[src/common/adc_cfg_defs.vh]
// constants for the serial configuration port
`ifndef ADC_CFG_DEFS_VH
`define ADC_CFG_DEFS_VH
`define WORD_BITS 16
`define ADDR_BITS 7
`define DATA_BITS 8
`define REG_COUNT 2
`define OFF_SOFT_RESET_CONTROL 7'h00
`define OFF_FORMAT_AND_POWER_DOWN 7'h01
`define SOFT_RESET_BIT 7
`define FMT_RESET_VALUE 8'h00
`define FMT_DCS_DISABLE_BIT 7
`define FMT_SCRAMBLE_BIT 6
`define FMT_SIGNED_BIT 5
`define FMT_SLEEP_BIT 4
`define FMT_NAP2_BIT 3
`define FMT_NAP1_BIT 0
`define FMT_USED_MASK 8'hf9
`define RESET_SLEEP_NS 100
`define CLK_PERIOD_NS 10
`define RESET_SLEEP_CYCLES ((`RESET_SLEEP_NS + `CLK_PERIOD_NS - 1) / `CLK_PERIOD_NS)
`define SAMPLE_WIDTH 16
`endif

[src/rtl/cfg_reg_store.v]
// small register store with registered read data
`timescale 1ns/1ps
`default_nettype none
module cfg_reg_store #(
	parameter AW = 1,
	parameter DW = 8,
	parameter DEPTH = 2,
	parameter [7:0] RESET_VALUE = 8'h00
) (
	// clock and reset
	input wire i_mclk,
	input wire i_rst_n,
	input wire i_ce,
	// write port
	input wire i_clear,
	input wire i_wr,
	input wire [AW-1:0] i_waddr,
	input wire [DW-1:0] i_wdata,
	// read port
	input wire [AW-1:0] i_raddr,
	output reg [DW-1:0] o_rdata,
	// all words flat for the mode logic
	output wire [DW*DEPTH-1:0] o_flat
);
	reg [DW-1:0] mem_reg [0:DEPTH-1];
	integer k;
	genvar g;

	// clear takes priority, it models the software reset
	always @(posedge i_mclk or negedge i_rst_n) begin
		if (!i_rst_n) begin
			for (k = 0; k < DEPTH; k = k + 1) begin
				mem_reg[k] <= RESET_VALUE[DW-1:0];
			end
			o_rdata <= {DW{1'b0}};
		end else if (i_ce) begin
			if (i_clear) begin
				for (k = 0; k < DEPTH; k = k + 1) begin
					mem_reg[k] <= RESET_VALUE[DW-1:0];
				end
			end else if (i_wr) begin
				mem_reg[i_waddr] <= i_wdata;
			end
			o_rdata <= mem_reg[i_raddr];
		end
	end

	generate
		for (g = 0; g < DEPTH; g = g + 1) begin : flat_gen
			assign o_flat[g*DW +: DW] = mem_reg[g];
		end
	endgenerate
endmodule
`default_nettype wire

[src/rtl/adc_serial_config_port.v]
// serial configuration port with format and power-down control
// Overview of operation
// - serial port works only while the port style select pin is low
// - every access is one sixteen-bit command word
// - chip select falling starts a new command word
// - input bits sampled on the first sixteen rising serial clock edges
// - rising edges past the sixteenth are ignored
// - chip select rising ends the transfer
// - word order: direction bit, seven address bits, eight data bits, msb first
// - direction zero writes the data, bits two and one cleared, into the addressed register
// - direction one returns the addressed register on the serial output
// - reads leave the register unchanged and ignore serial input
// - serial output is open drain, driven low only
// - software reset clears all mode registers and briefly forces sleep
// - reset bit clears itself after its write completes
// - reset register is write-only, reads return all ones
// - power-down bits: sleep, channel two nap, channel one nap
// - sleep disables both channels whatever the nap bits hold
// - scramble xors the lsb into all other data bits
// - signed select gives two's complement, else offset binary
`timescale 1ns/1ps
`default_nettype none
`include "adc_cfg_defs.vh"
module adc_serial_config_port #(
	parameter SAMPLE_W = `SAMPLE_WIDTH
) (
	// clock, reset, enable
	input wire i_mclk,
	input wire i_rst_n,
	input wire i_ce,
	// configuration pins
	input wire i_port_style_select,
	input wire i_cs_n,
	input wire i_sck,
	input wire i_sdi,
	output reg o_sdo_out,
	output reg o_sdo_oe_n,
	// converter data path
	input wire [SAMPLE_W-1:0] i_ch1_sample,
	input wire [SAMPLE_W-1:0] i_ch2_sample,
	output reg [SAMPLE_W-1:0] o_ch1_data,
	output reg [SAMPLE_W-1:0] o_ch2_data,
	// mode controls
	output reg o_duty_stabilizer_disable,
	output reg o_sleep,
	output reg o_ch1_nap,
	output reg o_ch2_nap,
	output reg o_xfer_active
);
	localparam [2:0] ST_IDLE = 3'b001;
	localparam [2:0] ST_SHIFT = 3'b010;
	localparam [2:0] ST_DONE = 3'b100;
	// counts worked out as integers, then cut to the counter widths on purpose
	localparam integer SLEEP_CYCLES_INT = `RESET_SLEEP_CYCLES;
	localparam integer LAST_BIT_INT = `WORD_BITS - 1;
	localparam integer HEAD_BITS_INT = `WORD_BITS - `DATA_BITS;
	localparam [7:0] SLEEP_CYCLES = SLEEP_CYCLES_INT[7:0];
	localparam [4:0] LAST_BIT = LAST_BIT_INT[4:0];
	localparam [4:0] HEAD_BITS = HEAD_BITS_INT[4:0];

	// two flop synchronisers; stage one is read only by stage two
	reg [1:0] sel_sync_reg, cs_sync_reg, sck_sync_reg, sdi_sync_reg;
	reg sck_prev_reg;
	reg [2:0] state_reg;
	reg [4:0] bit_cnt_reg;
	reg [15:0] shift_reg;
	reg [7:0] rd_shift_reg;
	reg is_read_reg;
	reg [7:0] sleep_cnt_reg;
	reg store_wr, store_clr;
	wire serial_mode = ~sel_sync_reg[1];
	wire cs_low = cs_sync_reg[1];
	wire sck_rise = sck_sync_reg[1] & ~sck_prev_reg;
	wire sck_fall = ~sck_sync_reg[1] & sck_prev_reg;
	wire [15:0] word_next = {shift_reg[14:0], sdi_sync_reg[1]};
	wire [7:0] store_rdata;
	wire [15:0] store_flat;
	wire [7:0] fmt = store_flat[15:8];

	// mode select pin; resets to parallel so no frame opens while it settles
	always @(posedge i_mclk or negedge i_rst_n) begin
		if (!i_rst_n) begin
			sel_sync_reg <= 2'h3;
		end else if (i_ce) begin
			sel_sync_reg <= {sel_sync_reg[0], i_port_style_select};
		end
	end

	// chip select, kept active high so reset reads as deselected
	always @(posedge i_mclk or negedge i_rst_n) begin
		if (!i_rst_n) begin
			cs_sync_reg <= 2'h0;
		end else if (i_ce) begin
			cs_sync_reg <= {cs_sync_reg[0], ~i_cs_n};
		end
	end

	// serial clock; two flops keep a raw pin edge off the state logic
	always @(posedge i_mclk or negedge i_rst_n) begin
		if (!i_rst_n) begin
			sck_sync_reg <= 2'h0;
		end else if (i_ce) begin
			sck_sync_reg <= {sck_sync_reg[0], i_sck};
		end
	end

	// serial data, same delay as the clock so each bit meets its edge
	always @(posedge i_mclk or negedge i_rst_n) begin
		if (!i_rst_n) begin
			sdi_sync_reg <= 2'h0;
		end else if (i_ce) begin
			sdi_sync_reg <= {sdi_sync_reg[0], i_sdi};
		end
	end

	// clock history for edge finding; reset low matches the idle level
	always @(posedge i_mclk or negedge i_rst_n) begin
		if (!i_rst_n) begin
			sck_prev_reg <= 1'b0;
		end else if (i_ce) begin
			sck_prev_reg <= sck_sync_reg[1];
		end
	end

	// sign and scramble applied to a sample word
	function [SAMPLE_W-1:0] fmt_sample;
		input [SAMPLE_W-1:0] s;
		input signed_sel;
		input scramble;
		reg [SAMPLE_W-1:0] t;
		begin
			t = s;
			if (signed_sel) begin
				t[SAMPLE_W-1] = ~t[SAMPLE_W-1];
			end
			if (scramble) begin
				t[SAMPLE_W-1:1] = t[SAMPLE_W-1:1] ^ {(SAMPLE_W-1){t[0]}};
			end
			fmt_sample = t;
		end
	endfunction

	// register select decode, shared by write commit and read back
	function is_fmt_addr;
		input [6:0] a;
		begin
			is_fmt_addr = (a == `OFF_FORMAT_AND_POWER_DOWN);
		end
	endfunction

	function is_reset_addr;
		input [6:0] a;
		begin
			is_reset_addr = (a == `OFF_SOFT_RESET_CONTROL);
		end
	endfunction

	// frame state machine
	always @(posedge i_mclk or negedge i_rst_n) begin
		if (!i_rst_n) begin
			state_reg <= ST_IDLE;
		end else if (i_ce) begin
			case (state_reg)
				ST_IDLE: begin
					if (serial_mode && cs_low) begin
						state_reg <= ST_SHIFT;
					end
				end
				ST_SHIFT: begin
					if (!cs_low || !serial_mode) begin
						state_reg <= ST_IDLE;
					end else if (sck_rise && bit_cnt_reg == LAST_BIT) begin
						state_reg <= ST_DONE;
					end
				end
				ST_DONE: begin
					// extra edges ignored until chip select rises
					if (!cs_low || !serial_mode) begin
						state_reg <= ST_IDLE;
					end
				end
				default: begin
					state_reg <= ST_IDLE;
				end
			endcase
		end
	end

	// bit counter and input shifter; cleared while idle so bits of a
	// cut frame never leak into the next command
	always @(posedge i_mclk or negedge i_rst_n) begin
		if (!i_rst_n) begin
			bit_cnt_reg <= 5'h00;
			shift_reg <= 16'h0000;
			is_read_reg <= 1'b0;
		end else if (i_ce) begin
			if (state_reg == ST_IDLE) begin
				bit_cnt_reg <= 5'h00;
				shift_reg <= 16'h0000;
				is_read_reg <= 1'b0;
			end else if (state_reg == ST_SHIFT && cs_low && serial_mode && sck_rise) begin
				shift_reg <= word_next;
				bit_cnt_reg <= bit_cnt_reg + 5'h01;
				if (bit_cnt_reg == 5'h00) begin
					is_read_reg <= sdi_sync_reg[1];
				end
			end
		end
	end

	// write commit and soft reset decode
	always @* begin
		store_wr = 1'b0;
		store_clr = 1'b0;
		if (state_reg == ST_SHIFT && cs_low && serial_mode && sck_rise
				&& bit_cnt_reg == LAST_BIT && !is_read_reg) begin
			if (is_reset_addr(word_next[14:8])) begin
				// reset bit is never stored; reads of this address return all ones
				store_clr = word_next[`SOFT_RESET_BIT];
			end else if (is_fmt_addr(word_next[14:8])) begin
				store_wr = 1'b1;
			end
		end
	end

	cfg_reg_store #(
		.AW(1),
		.DW(8),
		.DEPTH(`REG_COUNT),
		.RESET_VALUE(`FMT_RESET_VALUE)
	) u_store (
		.i_mclk(i_mclk),
		.i_rst_n(i_rst_n),
		.i_ce(i_ce),
		.i_clear(store_clr),
		.i_wr(store_wr),
		.i_waddr(word_next[8]),
		.i_wdata(word_next[7:0] & `FMT_USED_MASK),
		.i_raddr(shift_reg[0]),
		.o_rdata(store_rdata),
		.o_flat(store_flat)
	);

	// open drain: the data line only ever pulls low, the enable carries the bit
	always @(posedge i_mclk or negedge i_rst_n) begin
		if (!i_rst_n) begin
			o_sdo_out <= 1'b0;
		end else if (i_ce) begin
			o_sdo_out <= 1'b0;
		end
	end

	// read back on falling edges, msb first, during the data byte
	always @(posedge i_mclk or negedge i_rst_n) begin
		if (!i_rst_n) begin
			rd_shift_reg <= 8'h00;
			o_sdo_oe_n <= 1'b1;
		end else if (i_ce) begin
			if (state_reg != ST_SHIFT || !cs_low) begin
				o_sdo_oe_n <= 1'b1;
			end else if (sck_fall && bit_cnt_reg == HEAD_BITS && is_read_reg) begin
				// address in shift_reg[6:0]; other addresses read as released ones
				if (is_fmt_addr(shift_reg[6:0])) begin
					rd_shift_reg <= {store_rdata[6:0], 1'b0};
					o_sdo_oe_n <= store_rdata[7];
				end else begin
					rd_shift_reg <= 8'hff;
					o_sdo_oe_n <= 1'b1;
				end
			end else if (sck_fall && bit_cnt_reg > HEAD_BITS && is_read_reg) begin
				o_sdo_oe_n <= rd_shift_reg[7];
				rd_shift_reg <= {rd_shift_reg[6:0], 1'b0};
			end
		end
	end

	// brief sleep after a software reset; loaded one short because the
	// strobe cycle itself already forces sleep
	always @(posedge i_mclk or negedge i_rst_n) begin
		if (!i_rst_n) begin
			sleep_cnt_reg <= 8'h00;
		end else if (i_ce) begin
			if (store_clr) begin
				sleep_cnt_reg <= SLEEP_CYCLES - 8'h01;
			end else if (sleep_cnt_reg != 8'h00) begin
				sleep_cnt_reg <= sleep_cnt_reg - 8'h01;
			end
		end
	end

	// sleep request from the register or the reset pulse
	always @(posedge i_mclk or negedge i_rst_n) begin
		if (!i_rst_n) begin
			o_sleep <= 1'b0;
		end else if (i_ce) begin
			o_sleep <= fmt[`FMT_SLEEP_BIT] | (sleep_cnt_reg != 8'h00) | store_clr;
		end
	end

	// channel naps; masked by the sleep bit only, so a nap showing before a software reset stays up with o_sleep for one cycle
	always @(posedge i_mclk or negedge i_rst_n) begin
		if (!i_rst_n) begin
			o_ch1_nap <= 1'b0;
			o_ch2_nap <= 1'b0;
		end else if (i_ce) begin
			o_ch1_nap <= fmt[`FMT_NAP1_BIT] & ~fmt[`FMT_SLEEP_BIT];
			o_ch2_nap <= fmt[`FMT_NAP2_BIT] & ~fmt[`FMT_SLEEP_BIT];
		end
	end

	// clock duty stabiliser control
	always @(posedge i_mclk or negedge i_rst_n) begin
		if (!i_rst_n) begin
			o_duty_stabilizer_disable <= 1'b0;
		end else if (i_ce) begin
			o_duty_stabilizer_disable <= fmt[`FMT_DCS_DISABLE_BIT];
		end
	end

	// frame activity flag
	always @(posedge i_mclk or negedge i_rst_n) begin
		if (!i_rst_n) begin
			o_xfer_active <= 1'b0;
		end else if (i_ce) begin
			o_xfer_active <= (state_reg != ST_IDLE);
		end
	end

	// formatted samples, one cycle behind the raw inputs
	always @(posedge i_mclk or negedge i_rst_n) begin
		if (!i_rst_n) begin
			o_ch1_data <= {SAMPLE_W{1'b0}};
			o_ch2_data <= {SAMPLE_W{1'b0}};
		end else if (i_ce) begin
			o_ch1_data <= fmt_sample(i_ch1_sample, fmt[`FMT_SIGNED_BIT], fmt[`FMT_SCRAMBLE_BIT]);
			o_ch2_data <= fmt_sample(i_ch2_sample, fmt[`FMT_SIGNED_BIT], fmt[`FMT_SCRAMBLE_BIT]);
		end
	end
endmodule
`default_nettype wire

[config.mk]
export PLATFORM = sky130hd
export DESIGN_NAME = adc_serial_config_port
export DESIGN_NICKNAME = d
export VERILOG_FILES = /design/src/rtl/cfg_reg_store.v /design/src/rtl/adc_serial_config_port.v
export VERILOG_INCLUDE_DIRS = /design/src /design/src/common
export SDC_FILE = /design/constraint.sdc
export NUM_CORES = 1
export LEC_CHECK = 0
export ABC_AREA = 1
export BUFFER_PORTS_ARGS = -buffer_cell sky130_fd_sc_hd__buf_2
export CAP_MARGIN = 20
export CORE_UTILIZATION = 50
export CTS_BUF_LIST = sky130_fd_sc_hd__clkbuf_8 sky130_fd_sc_hd__clkbuf_16
export CTS_CLUSTER_SIZE = 20
export DETAILED_ROUTE_END_ITERATION = 8
export GPL_TIMING_DRIVEN = 0
export PLACE_DENSITY = 0.72
export SLEW_MARGIN = 20
export SYNTH_ARGS = -nofsm -noshare
export SYNTH_HDL_FRONTEND = slang
export SYNTH_SLANG_ARGS = --single-unit
[constraint.sdc]
create_clock -name i_mclk -period 2.8 [get_ports i_mclk]
set_clock_uncertainty 0.15 [all_clocks]
set_input_delay 0.56 -clock i_mclk [delete_from_list [all_inputs] [get_ports i_mclk]]
set_output_delay 0.56 -clock i_mclk [all_outputs]
set_load 0.005 [all_outputs]
Word level (Yosys, flattened, before mapping)
Cells that the tools add are included.
{ "op_classes": {"add_sub_neg": 2, "n_mul": 0, "div_mod_pow": 0, "magnitude_cmp": 4, "eq_ne": 12, "n_shift": 0, "n_mux": 40, "bitwise_logic": 18, "reduce_logical": 32} }
{ "op_table": {"columns": ["cell", "count"], "rows": [
  ["8-bit 2-to-1 mux", 9],
  ["16-bit 2-to-1 mux", 2],
  ["15-bit 2-to-1 mux", 2],
  ["15-bit XOR", 2],
  ["14-bit 2-to-1 mux", 2],
  ["16-bit bitwise mux", 1],
  ["1-bit 2-to-1 mux", 16],
  ["7-bit by 1-bit == test with 1-bit output, second input constant", 2],
  ["1-bit logical AND", 12],
  ["3-bit 2-to-1 mux", 4],
  ["5-bit by 4-bit == test with 1-bit output, second input constant", 2],
  ["5-bit 2-to-1 mux", 2],
  ["2-bit nonzero test", 5],
  ["3-bit case mux with 3 select lines", 1],
  ["8-bit demux with 1-bit select", 1],
  ["1-bit NOT", 8],
  ["2-bit AND reduction", 4],
  ["8-bit nonzero test", 1],
  ["8-bit by 1-bit subtractor with 8-bit output, second input constant", 1],
  ["7-bit logical NOT", 1],
  ["3-bit AND reduction", 2],
  ["5-bit by 1-bit adder with 5-bit output, second input constant", 1],
  ["5-bit by 4-bit greater-than comparator with 1-bit output, second input constant", 1],
  ["5-bit logical NOT", 1],
  ["other kinds (16)", 25]
]} }
{ "totals": {"register_bits": 110, "latchBits": 0, "ram_bits": 0, "mem_bits_ro": 0, "input_bits": 39, "output_inout_bits": 39, "wordCells": 130, "n_memories": 0} }

Depth between registers and ports, before layout
Gate-level depths: netlist of the first run.
{ "logic_depth": {"depth_word": 9, "depth_mapped": 11, "depth_no_buf": 11} }

By module
A second synthesis of the first run with hierarchy kept.
{ "hier_totals": {"cells_unflattened": 589, "area_unflattened_um2": 5165.0} }
{ "modules_own_cells": {"columns": ["mod", "n_inst", "cells_each", "area_per_inst_um2", "seq_area_each_um2"], "rows": [
  ["adc_serial_config_port", 1, 469, 4124.0, 2157.1],
  ["cfg_reg_store", 1, 120, 1041.0, 600.6]
]} }

Worst setup path before layout of the first run
No wires, ideal clock.
{ "synth_timing": {"path_kind": "register -> register", "from": "reg bit_cnt_reg[0]", "to": "reg sleep_cnt_reg[1]", "setup_time_ns": 0.118, "arrival_ns": 1.495, "required_ns": 2.532, "path_slack_ns": 1.037, "path_stages_with_launch": 12, "path_buffers": 0, "period_less_slack_ns": 1.763, "cell_sequence": "dfrtp_1 -> ha_1 -> nand2_1 -> nor2_1 -> ha_1 -> nand3_1 -> nor2_4 -> nand2_2 -> nand2_1 -> nand2_2 -> nand2_1 -> o21ai_2"} }
{ "synth_via": {"elab_chain_len": 6, "word_cells_on_any_way": 7} }
{ "synth_lines": {"columns": ["element", "line", "text"], "rows": [
  ["start, declared", "adc_serial_config_port.v:65", "reg [4:0] bit_cnt_reg;"],
  ["start signal, assigned", "adc_serial_config_port.v:203", "bit_cnt_reg <= bit_cnt_reg + 5'h01;"],
  ["5-bit by 4-bit == test with 1-bit output (*)", "adc_serial_config_port.v:216", "&& bit_cnt_reg == LAST_BIT && !is_read_reg) begin"],
  ["1-bit logical AND (*) (2 in a row)", "adc_serial_config_port.v:216", null],
  ["1-bit 2-to-1 mux (*)", "adc_serial_config_port.v:215", "if (state_reg == ST_SHIFT && cs_low && serial_mode && sck_rise"],
  ["2-bit nonzero test (no line)", null, null],
  ["2-bit AND reduction (no line)", null, null],
  ["end signal, assigned", "adc_serial_config_port.v:284", "sleep_cnt_reg <= SLEEP_CYCLES - 8'h01;"],
  ["end signal, assigned", "adc_serial_config_port.v:286", "sleep_cnt_reg <= sleep_cnt_reg - 8'h01;"],
  ["end, declared", "adc_serial_config_port.v:69", "reg [7:0] sleep_cnt_reg;"]
]} }
Every way passes the cells marked *; elsewhere a longest branch is shown, timed or not.
A chain may end at the register's enable or synchronous reset.

Worst setup path in the final report of the first run
{ "layout_timing": {"from": "reg bit_cnt_reg[0]", "to": "reg sleep_cnt_reg[0]"} }
The elaborated chain is that of the path after synthesis.

==> metrics.txt, run 1 <==
CP endpoint kind flop; CP Launch Type flop; critical path class flop to flop; share of power burned in registers 54.3%; final period utilization 74.6%; worst path required time 2.89 ns; Worst Path Max Fanout 9; Mapped Cells 538; die width 100 um; standard-cell row count 35; largest net degree at the start of global routing 83; Starting Density 51.9%; PostCTS Resize Cnt 0; fill count 813; Avg Synthesized Cell Area 8.99 um2; clk_lat worst skew 0.35 ns; most numerous cell in the Yosys netlist nand2_1; Worst-Margin Slew 0.531 ns; post-route ant nets 0; Detailed Place HPWL 7460 um; drt drc 0; switching power share of the total 29.6%; CTS hold repair buffers 1; # diodes 0; final setup vio count 0; Critical Path Start bit_cnt_reg[0]; Final Max Tran Viols 0; Synth area leader dfrtp_1; synthesized cell area 4840 um2; CTS tree yes; ranking of synthesized cells by instance count nand2_1, dfrtp_1, o21ai_0; Min-Delay Startpoint i_port_style_select; area occupied by multi-input gates 1910 um2; first-pass GRT wire length 17,200 um; DR pass1 iterations 4; initial antenna violation count 0; post-route insts no fill 761; Clock transition at path regs 0.09 ns; post-CTS setup buffers 0; gpl congestion 0.814; Int Power 0.00220 W; ys async rst share 100%; Tmin final 2.09 ns; outcome completed; Area contributors post-synth dfrtp_1, nand2_1, o21ai_0; clock sinks 104; Cell Pwr Density 557 nW/um2; via count 3,810; Synth cell types 32; Sw Pwr 0.000924 W; fmax 479 MHz; final total power 0.00313 W; register area 2610 um2; DR vias/cell 5.01; Synth Flop Type dfrtp_1; syn_nets 581; total grt overflow 0; total CTS buffers 9; Max-cap violations 0; Wirelength per Cell 13.6 um; vias in the first global route 3,651; CTS root buf clkbuf_8; Core Footprint 9330 um2; Logic pwr share 18.1%; critical path arrival 2.18 ns; LEAKAGE 2.79 nW; Final WS setup 0.711 ns; sequential element share of the synthesized area 53.9%; RSZ-0062 raised after global routing no; Hold WC Path Type primary input to flop; clk buf depth 2; H-tree Lvls 3; Reg-to-Reg Start bit_cnt_reg[0]; Seq cells post-synth 104; IO Pins 78; Max IR drop VDD 0.331 mV; R2R Setup Slk 0.71 ns; placed insts 744; Clock power frac 27.6%; Final Hold Fails 0; yosys warns 0; Layout area overhead 15.9%; height of the die 100 um; 1st-iter DRT viols 186; Post-synth EDFFs 0; WL final 10,300 um; share of cells above drive strength 1 21.8%; I/O Buffers 76; Final nets 670; relative slew slack 64.6%; top-area cell type share of the netlist area 51.7%; Place WS 0.763 ns; Die ar. 10,100 um2; All-Layer GR Usage 21.8%
## critical path, cell delays in order (launching register included)
cell and delay, ns:
dfrtp_1 0.41, ha_1 0.18, nand2_1 0.07, nor2_1 0.09, ha_1 0.20, nand3_1 0.14
nor2_4 0.20, nand2_2 0.11, nand2_1 0.10, nand2_2 0.13, nand2_1 0.12, nand2_1 0.07
## metrics by stage
step | area (um2) | TNS (ns) | hold slack (ns) | util [%]
3_3_place_gp | 5380 | -6.98 | 0.297 | 57.7
4_1_cts | 5610 | 0 | 0.241 | 60.1
2_1_floorplan | 4840 | 0 | 0.114 | -
3_5_place_dp | 5410 | 0 | 0.278 | 58.0
5_1_grt | 5610 | 0 | 0.268 | 60.1
6_report | 5610 | 0 | 0.258 | 60.1
## per-layer routing
layer  vias to the layer above  routed length (um)  GRT usage, %
met5                         -                   0             0
met4                         0                 119          7.47
met3                        13                 594          4.04
met2                       107                4800          36.1
met1                      1790                4830          28.8
li1                       1900                   -             -
## cell usage in the layout, fill, tap and decap left out, drive strengths merged
cell type	count
conb	1
dlygate4sd3	1
a21oi	6
dfstp	4
nor2	39
o22ai	20
ha	4
nand3	26
or2	2
nand4	5
xor2	32
clkinvlp	2
o21a	1
clkinv	2
inv	59
clkbuf	22
nand2	143
buf	86
xnor2	6
o21ai	64
o211ai	7
dfrtp	100
## final cells by class
type | instances | area share (%)
timing repair buffer | 78 | 7.56
clock inverter | 5 | 0.580
inverter | 58 | 3.88
multi-input combinational | 356 | 34.0
clock buffer | 11 | 2.70
sequential | 104 | 46.5
tap | 129 | 2.88
buffer | 20 | 1.90
## power groups by stage
stage | registers [W] | logic (W) | clock network, W
2_1_floorplan | 0.00172 | 0.000357 | 0
5_1_grt | 0.00171 | 0.000643 | 0.000942
3_5_place_dp | 0.00173 | 0.000565 | 0
3_3_place_gp | 0.00172 | 0.000543 | 0
4_1_cts | 0.00170 | 0.000569 | 0.000886
6_report | 0.00170 | 0.000565 | 0.000863
## logic make-up (layout without fill, tap and decap cells)
logic type / count (synthesis) / count (layout) / share of synthesized area, %
flip-flops: 104 / 104 / 53.9
other: 1 / 1 / 0.0775
adder cells (fa/ha/maj): 4 / 4 / 1.03
XOR/XNOR: 38 / 38 / 6.88
AO/OA/AOI/OAI: 98 / 98 / 11.5
AND/OR/NAND/NOR: 215 / 215 / 19.9
buffers and inverters: 78 / 172 / 6.70
## path summary, 6_finish.rpt
kind / endpoint / cells after the start
max reg2reg: sleep_cnt_reg[0] / 11
max: sleep_cnt_reg[0] / 11
min in group asynchronous: o_ch1_data[12] / 2
min reg2reg: sel_sync_reg[0] / 2
max in group asynchronous: o_sdo_oe_n / 3
min: sel_sync_reg[0] / 3
No activity file was read; power rests on OpenSTA's default activity.
==> inputs of run 2 (changes only) <==
--- a/config.mk
+++ b/config.mk
@@ -14,7 +14,7 @@
 export CTS_CLUSTER_SIZE = 20
 export DETAILED_ROUTE_END_ITERATION = 8
 export GPL_TIMING_DRIVEN = 0
-export PLACE_DENSITY = 0.72
+export PLACE_DENSITY = 0.75
 export SLEW_MARGIN = 20
 export SYNTH_ARGS = -nofsm -noshare
 export SYNTH_HDL_FRONTEND = slang
==> constraint.sdc (replaced) <==
create_clock -name i_mclk -period 1.7 [get_ports i_mclk]
set_clock_uncertainty 0.15 [all_clocks]
set_input_delay 0.34 -clock i_mclk [delete_from_list [all_inputs] [get_ports i_mclk]]
set_output_delay 0.34 -clock i_mclk [all_outputs]
set_load 0.005 [all_outputs]
==> metrics.txt, run 2 (synthesized netlist as in run 1, its figures left out) <==
CP bufs+invs 2 (+2); Hold WC Path Type primary input to flop; drt drc 0 (unchanged); Final Hold Fails 0 (unchanged); CTS root buf clkbuf_8; failing checks negative setup slack; total CTS buffers 9 (unchanged); height of the die 100 um (unchanged); register area 2610 um2 (unchanged); outcome complete, but fails checks; final setup vio count 33 (+33); Worst Path Max Fanout 6 (-3); DR vias/cell 5.08 (+1.5%); vias in the first global route 3,671 (+0.55%); Max IR drop VDD 0.499 mV (+51%); final total power 0.00538 W (+72%); Final Max Tran Viols 0 (unchanged); Reg-to-Reg Start bit_cnt_reg[0]; commonest non-fill, non-tap cell in the layout nand2_1; CP endpoint kind flop; relative slew slack 64.3% (-0.27 points); LEAKAGE 2.90 nW (+4.1%); DR pass1 iterations 5 (+1); Min-Delay Startpoint i_cs_n; fill count 783 (-3.7%); Wirelength per Cell 14.3 um (+5.6%); first-pass GRT wire length 17,800 um (+3.3%); setup tns final -4.32 ns (-4.32 ns); Worst-Margin Slew 0.535 ns (+0.00402 ns); All-Layer GR Usage 22.7% (+0.91 points); 1st-iter DRT viols 155 (-17%); Top Family by Delay on Critical Path simple AND/OR/NAND/NOR gates; initial antenna violation count 0 (unchanged); Starting Density 51.9% (unchanged); Max-cap violations 0 (unchanged); Layout area overhead 21.0%; Final nets 681 (+1.6%); # diodes 0 (unchanged); Clock transition at path regs 0.10 ns (about the same); gpl congestion 0.840 (+3.3%); via count 3,922 (+2.9%); Die ar. 10,100 um2 (unchanged); Cell Pwr Density 919 nW/um2 (+65%); Critical Path Most Common Cell nand2_2; Largest stage delay, worst path 0.41 ns (about the same); Final WS setup -0.179 ns (-0.890 ns); WL final 11,100 um (+7.1%); IO Pins 78 (unchanged); Critical Path, Cell by Cell ha_4 > nand2_2 > nor2_2 > ha_2 > nand3_2 > nor2_4 > buf_4 > buf_6 > nand2_4 > nand2_2 > o21ai_2; H-tree Lvls 3 (unchanged); standard-cell row count 35 (unchanged); fmax 532 MHz (+11%); critical path class flop to flop; critical path arrival 1.97 ns (-0.21 ns); Slowest-stage cell, CP dfrtp_1; Core Footprint 9330 um2 (unchanged); I/O Buffers 76 (unchanged); share of cells above drive strength 1 27.1% (+5.2 points); total grt overflow 0 (unchanged); largest net degree at the start of global routing 73 (-12%); area occupied by multi-input gates 2040 um2 (+7.0%); RSZ-0062 raised after global routing yes; worst path required time 1.80 ns (-1.09 ns); Critical Path Start bit_cnt_reg[0]; post-route ant nets 0 (unchanged); die width 100 um (unchanged); CP Launch Type flop; clk buf depth 2 (unchanged); Detailed Place HPWL 7750 um (+3.8%); final period utilization 111% (+36 points); CTS tree yes; clk_lat worst skew 0.36 ns (about the same); clock sinks 104 (unchanged); Tmin final 1.88 ns (-0.210 ns); most frequent cells in the layout nand2_1, dfrtp_1, buf_2
-- run 2: worst reg2reg max path, cell delays in order (launching register included) --
cell,delay (ns)
dfrtp_1,0.41
ha_4,0.16
nand2_2,0.06
nor2_2,0.09
ha_2,0.21
nand3_2,0.10
nor2_4,0.14
buf_4,0.13
buf_6,0.10
nand2_4,0.07
nand2_2,0.09
o21ai_2,0.05
-- run 2: cell type report --
cell class              instances  share of cell area, %
plain buffers                  20                   1.94
clock buffers                   9                   2.12
clock inverters                 7                   1.22
inverters                      58                   3.76
multi-input cells             356                   34.8
flip-flops and latches        104                   44.5
well taps                     129                   2.76
repair buffers                 89                   8.85
-- run 2: timing repair --
action	in CTS	in global routing
endpoints found under the hold margin	32	0
pin swaps	12	20
resized for setup	21	28
endpoints found under the setup margin	32	44
hold buffers	1	0
setup buffers	6	5
-- run 2: stage by stage --
stage | utilization (%) | setup slack, ns | instance area, um2 | hold slack [ns] | std cells
floorplan | - | -0.0315 | 4850 | -0.106 | 538
global placement | 57.8 | -0.940 | 5390 | 0.297 | 743
detailed placement | 58.1 | -0.237 | 5420 | 0.0948 | 744
CTS | 61.2 | -0.232 | 5710 | 0.0242 | 767
global route | 62.8 | -0.300 | 5860 | 0.0327 | 772
finish | 62.8 | -0.179 | 5860 | 0.0335 | 772
-- run 2: final timing paths --
path	slack, ns	to	cells past startpoint
setup / recovery	-0.18	u_store.o_flat[15]	11
hold reg to reg	0.32	u_store.o_flat[3]	2
hold / removal	0.03	cs_sync_reg[0]	2
setup reg to reg	-0.18	u_store.o_flat[15]	11
min in group asynchronous	0.26	o_ch1_data[13]	2
max in group asynchronous	0.45	o_sdo_oe_n	3
-- run 2: layer usage --
metal  up-vias  global-route usage [%]  routed length (um)
met3         9                    3.55                 664
li1       1924                       -                   -
met2       121                    37.6                5380
met1      1868                    31.0                4940
met5         -                       0                   0
met4         0                    6.35                  97
-- run 2: report_power, final --
part | total, W | leakage (nW) | switching, W | internal, W
combinational | 0.00103 | 1.44 | 0.000624 | 0.000410
sequential | 0.00279 | 1.36 | 0.000129 | 0.00266
clock | 0.00156 | 0.103 | 0.000870 | 0.000685
total | 0.00538 | 2.90 | 0.00162 | 0.00376
==> inputs of run 3 (changes only) <==
--- a/config.mk
+++ b/config.mk
@@ -14,8 +14,10 @@
 export CTS_CLUSTER_SIZE = 20
 export DETAILED_ROUTE_END_ITERATION = 8
 export GPL_TIMING_DRIVEN = 0
-export PLACE_DENSITY = 0.75
+export PLACE_DENSITY = 0.74
+export RECOVER_POWER = 25
 export SLEW_MARGIN = 20
 export SYNTH_ARGS = -nofsm -noshare
 export SYNTH_HDL_FRONTEND = slang
+export SYNTH_HIERARCHICAL = 1
 export SYNTH_SLANG_ARGS = --single-unit
==> metrics.txt, run 3 <==
outcome complete, but fails checks; failing checks negative setup slack; most numerous cell in the Yosys netlist nand2_1; IO Pins 78 (unchanged); final setup vio count 33 (unchanged); I/O Buffers 76 (unchanged); total grt overflow 0 (unchanged); Avg Synthesized Cell Area 8.77 um2 (-2.5%); total CTS buffers 9 (unchanged); ys async rst share 100% (unchanged); Post-synth EDFFs 0 (unchanged); Final nets 748 (+9.8%); Hold WC Path Type primary input to flop; Worst Path Max Fanout 4 (-2); CP Launch Type flop; fmax 463 MHz (-13%); Slowest-stage cell, CP dfrtp_1; commonest non-fill, non-tap cell in the layout nand2_1; Place WS -0.516 ns (-0.279 ns); H-tree Lvls 3 (unchanged); Layout area overhead 22.2%; Clock transition at path regs 0.10 ns (about the same); Synth Flop Type dfrtp_1; Final WS setup -0.459 ns (-0.280 ns); height of the die 104 um (+3.3%); Max-cap violations 0 (unchanged); Mapped Cells 589 (+9.5%); CP endpoint kind flop; first-pass GRT wire length 19,400 um (+9.1%); final core utilization 63.7% (+0.92 points); die width 104 um (+3.3%); ranking of synthesized cells by instance count nand2_1, dfrtp_1, o21ai_0; WL final 12,200 um (+10%); CTS root buf clkbuf_8; r2r worst-path depth 13 (+2); Max IR drop VDD 0.403 mV (-19%); gpl congestion 0.809 (-3.7%); clock sinks 110 (+5.8%); share of cells above drive strength 1 27.0% (-0.083 points); vias in the first global route 4,175 (+14%); DR vias/cell 5.27 (+3.6%); Tmin final 2.16 ns (+0.280 ns); CTS tree yes; DR pass1 iterations 6 (+1); synthesized cell area 5160 um2 (+6.7%); via count 4,428 (+13%); sequential element share of the synthesized area 53.4% (-0.50 points); RSZ-0062 raised after global routing yes; Cell Pwr Density 843 nW/um2 (-8.2%); WHS 0.0142 ns (-0.0193 ns); Synth cell types 33 (+3.1%); LEAKAGE 3.17 nW (+9.2%); final period utilization 127% (+16 points); Die ar. 10,700 um2 (+6.6%); relative slew slack 40.1% (-24 points); Seq cells post-synth 110 (+5.8%); Starting Density 52.1% (+0.25 points); setup tns final -10.71 ns (-6.39 ns); Final Hold Fails 0 (unchanged); Worst Hold Depth 3 (+1); post-route ant nets 0 (unchanged); critical path class flop to flop; Critical Path, Cell by Cell ha_2 > nand2_1 > nor2_1 > ha_2 > nand4_1 > buf_4 > nor4_4 > buf_4 > nor2_4 > nor2_8 > buf_6 > nand3_2 > nand2_1; largest net degree at the start of global routing 78 (+6.8%); initial antenna violation count 0 (unchanged); clk_lat worst skew 0.38 ns (+0.02 ns); yosys warns 6 (+6); standard-cell row count 36 (+2.9%); top-area cell type share of the netlist area 51.4% (-0.36 points); Largest stage delay, worst path 0.36 ns (-0.05 ns); Synth area leader dfrtp_1; Core Footprint 9910 um2 (+6.2%); Worst-Margin Slew 0.898 ns (+0.363 ns); final total power 0.00532 W (-1.1%); All-Layer GR Usage 22.4% (-0.32 points); worst path required time 1.86 ns (+0.06 ns); Wirelength per Cell 14.5 um (+0.98%); most frequent cells in the layout nand2_1, dfrtp_1, buf_2; # diodes 0 (unchanged); Detailed Place HPWL 8170 um (+5.5%); Area contributors post-synth dfrtp_1, nand2_1, o21ai_0; critical path arrival 2.32 ns (+0.35 ns); drt drc 0 (unchanged); 1st-iter DRT viols 266 (+72%); clk buf depth 2 (unchanged); Final Max Tran Viols 0 (unchanged)
-- run 3: logic make-up (layout without fill, tap and decap cells) --
| group | after synthesis | in the layout | share of synthesized area, % |
|---|---|---|---|
| XOR/XNOR | 34 | 34 | 5.77 |
| AO/OA/AOI/OAI | 96 | 96 | 9.84 |
| AND/OR/NAND/NOR | 270 | 271 | 23.8 |
| other | 1 | 5 | 0.0726 |
| flip-flops | 110 | 110 | 53.4 |
| buffers and inverters | 73 | 187 | 5.96 |
| adder cells (fa/ha/maj) | 5 | 5 | 1.21 |
-- run 3: layout make-up --
cell class / instances / area [um2]
clock buffers: 11 / 151
repair buffers: 99 / 587
well taps: 133 / 166
multi-input cells: 411 / 2310
flip-flops and latches: 110 / 2760
plain buffers: 19 / 105
fillers: 796 / 3600
inverters: 54 / 210
clock inverters: 4 / 23.8
-- run 3: power breakdown --
| part | internal, W | switching, W | leakage [nW] | total [W] |
|---|---|---|---|---|
| clock | 0.000598 | 0.000853 | 0.0886 | 0.00145 |
| combinational | 0.000400 | 0.000556 | 1.63 | 0.000957 |
| sequential | 0.00279 | 0.000129 | 1.45 | 0.00291 |
-- run 3: routing by layer --
| layer | track usage, % | wire length (um) | vias up |
|---|---|---|---|
| met4 | 9.42 | 349 | 0 |
| met2 | 37.3 | 5860 | 167 |
| met5 | 0 | 0 | - |
| li1 | - | - | 2119 |
| met3 | 3.15 | 646 | 23 |
| met1 | 29.2 | 5330 | 2119 |
-- run 3: worst max-delay path: cells and delay by family (launching register included) --
kind | cells | cell delay [ns]
flip-flops | 1 | 0.36
adder cells (fa/ha/maj) | 2 | 0.37
buffers and inverters | 3 | 0.48
AND/OR/NAND/NOR | 8 | 0.72
-- run 3: through the flow --
| step | instances | cell area, um2 |
|---|---|---|
| after detailed placement | 803 | 5770 |
| after CTS | 826 | 6040 |
| after global placement | 802 | 5740 |
| final | 841 | 6310 |
| after global routing | 841 | 6310 |
| after floorplan | 593 | 5190 |
-- run 3: worst paths after layout --
kind	from	to	slack [ns]
max in group asynchronous	i_rst_n	state_reg[0]	0.05
min in group asynchronous	i_rst_n	o_ch2_data[6]	0.46
worst max-delay path	bit_cnt_reg[1]	u_store/o_flat[6]	-0.46
worst max register to register	bit_cnt_reg[1]	u_store/o_flat[6]	-0.46
worst min register to register	sel_sync_reg[0]	sel_sync_reg[0]	0.32
worst min-delay path	i_sck	sck_sync_reg[0]	0.01
-- run 3: timing repair --
| item | CTS | global route |
|---|---|---|
| cloned | 0 | 2 |
| pin swaps | 6 | 30 |
| buffers inserted | 7 | 13 |
| hold buffers | 1 | 0 |
| endpoints found under the hold margin | 33 | 0 |
| resized for setup | 7 | 45 |
| endpoints found under the setup margin | 40 | 49 |
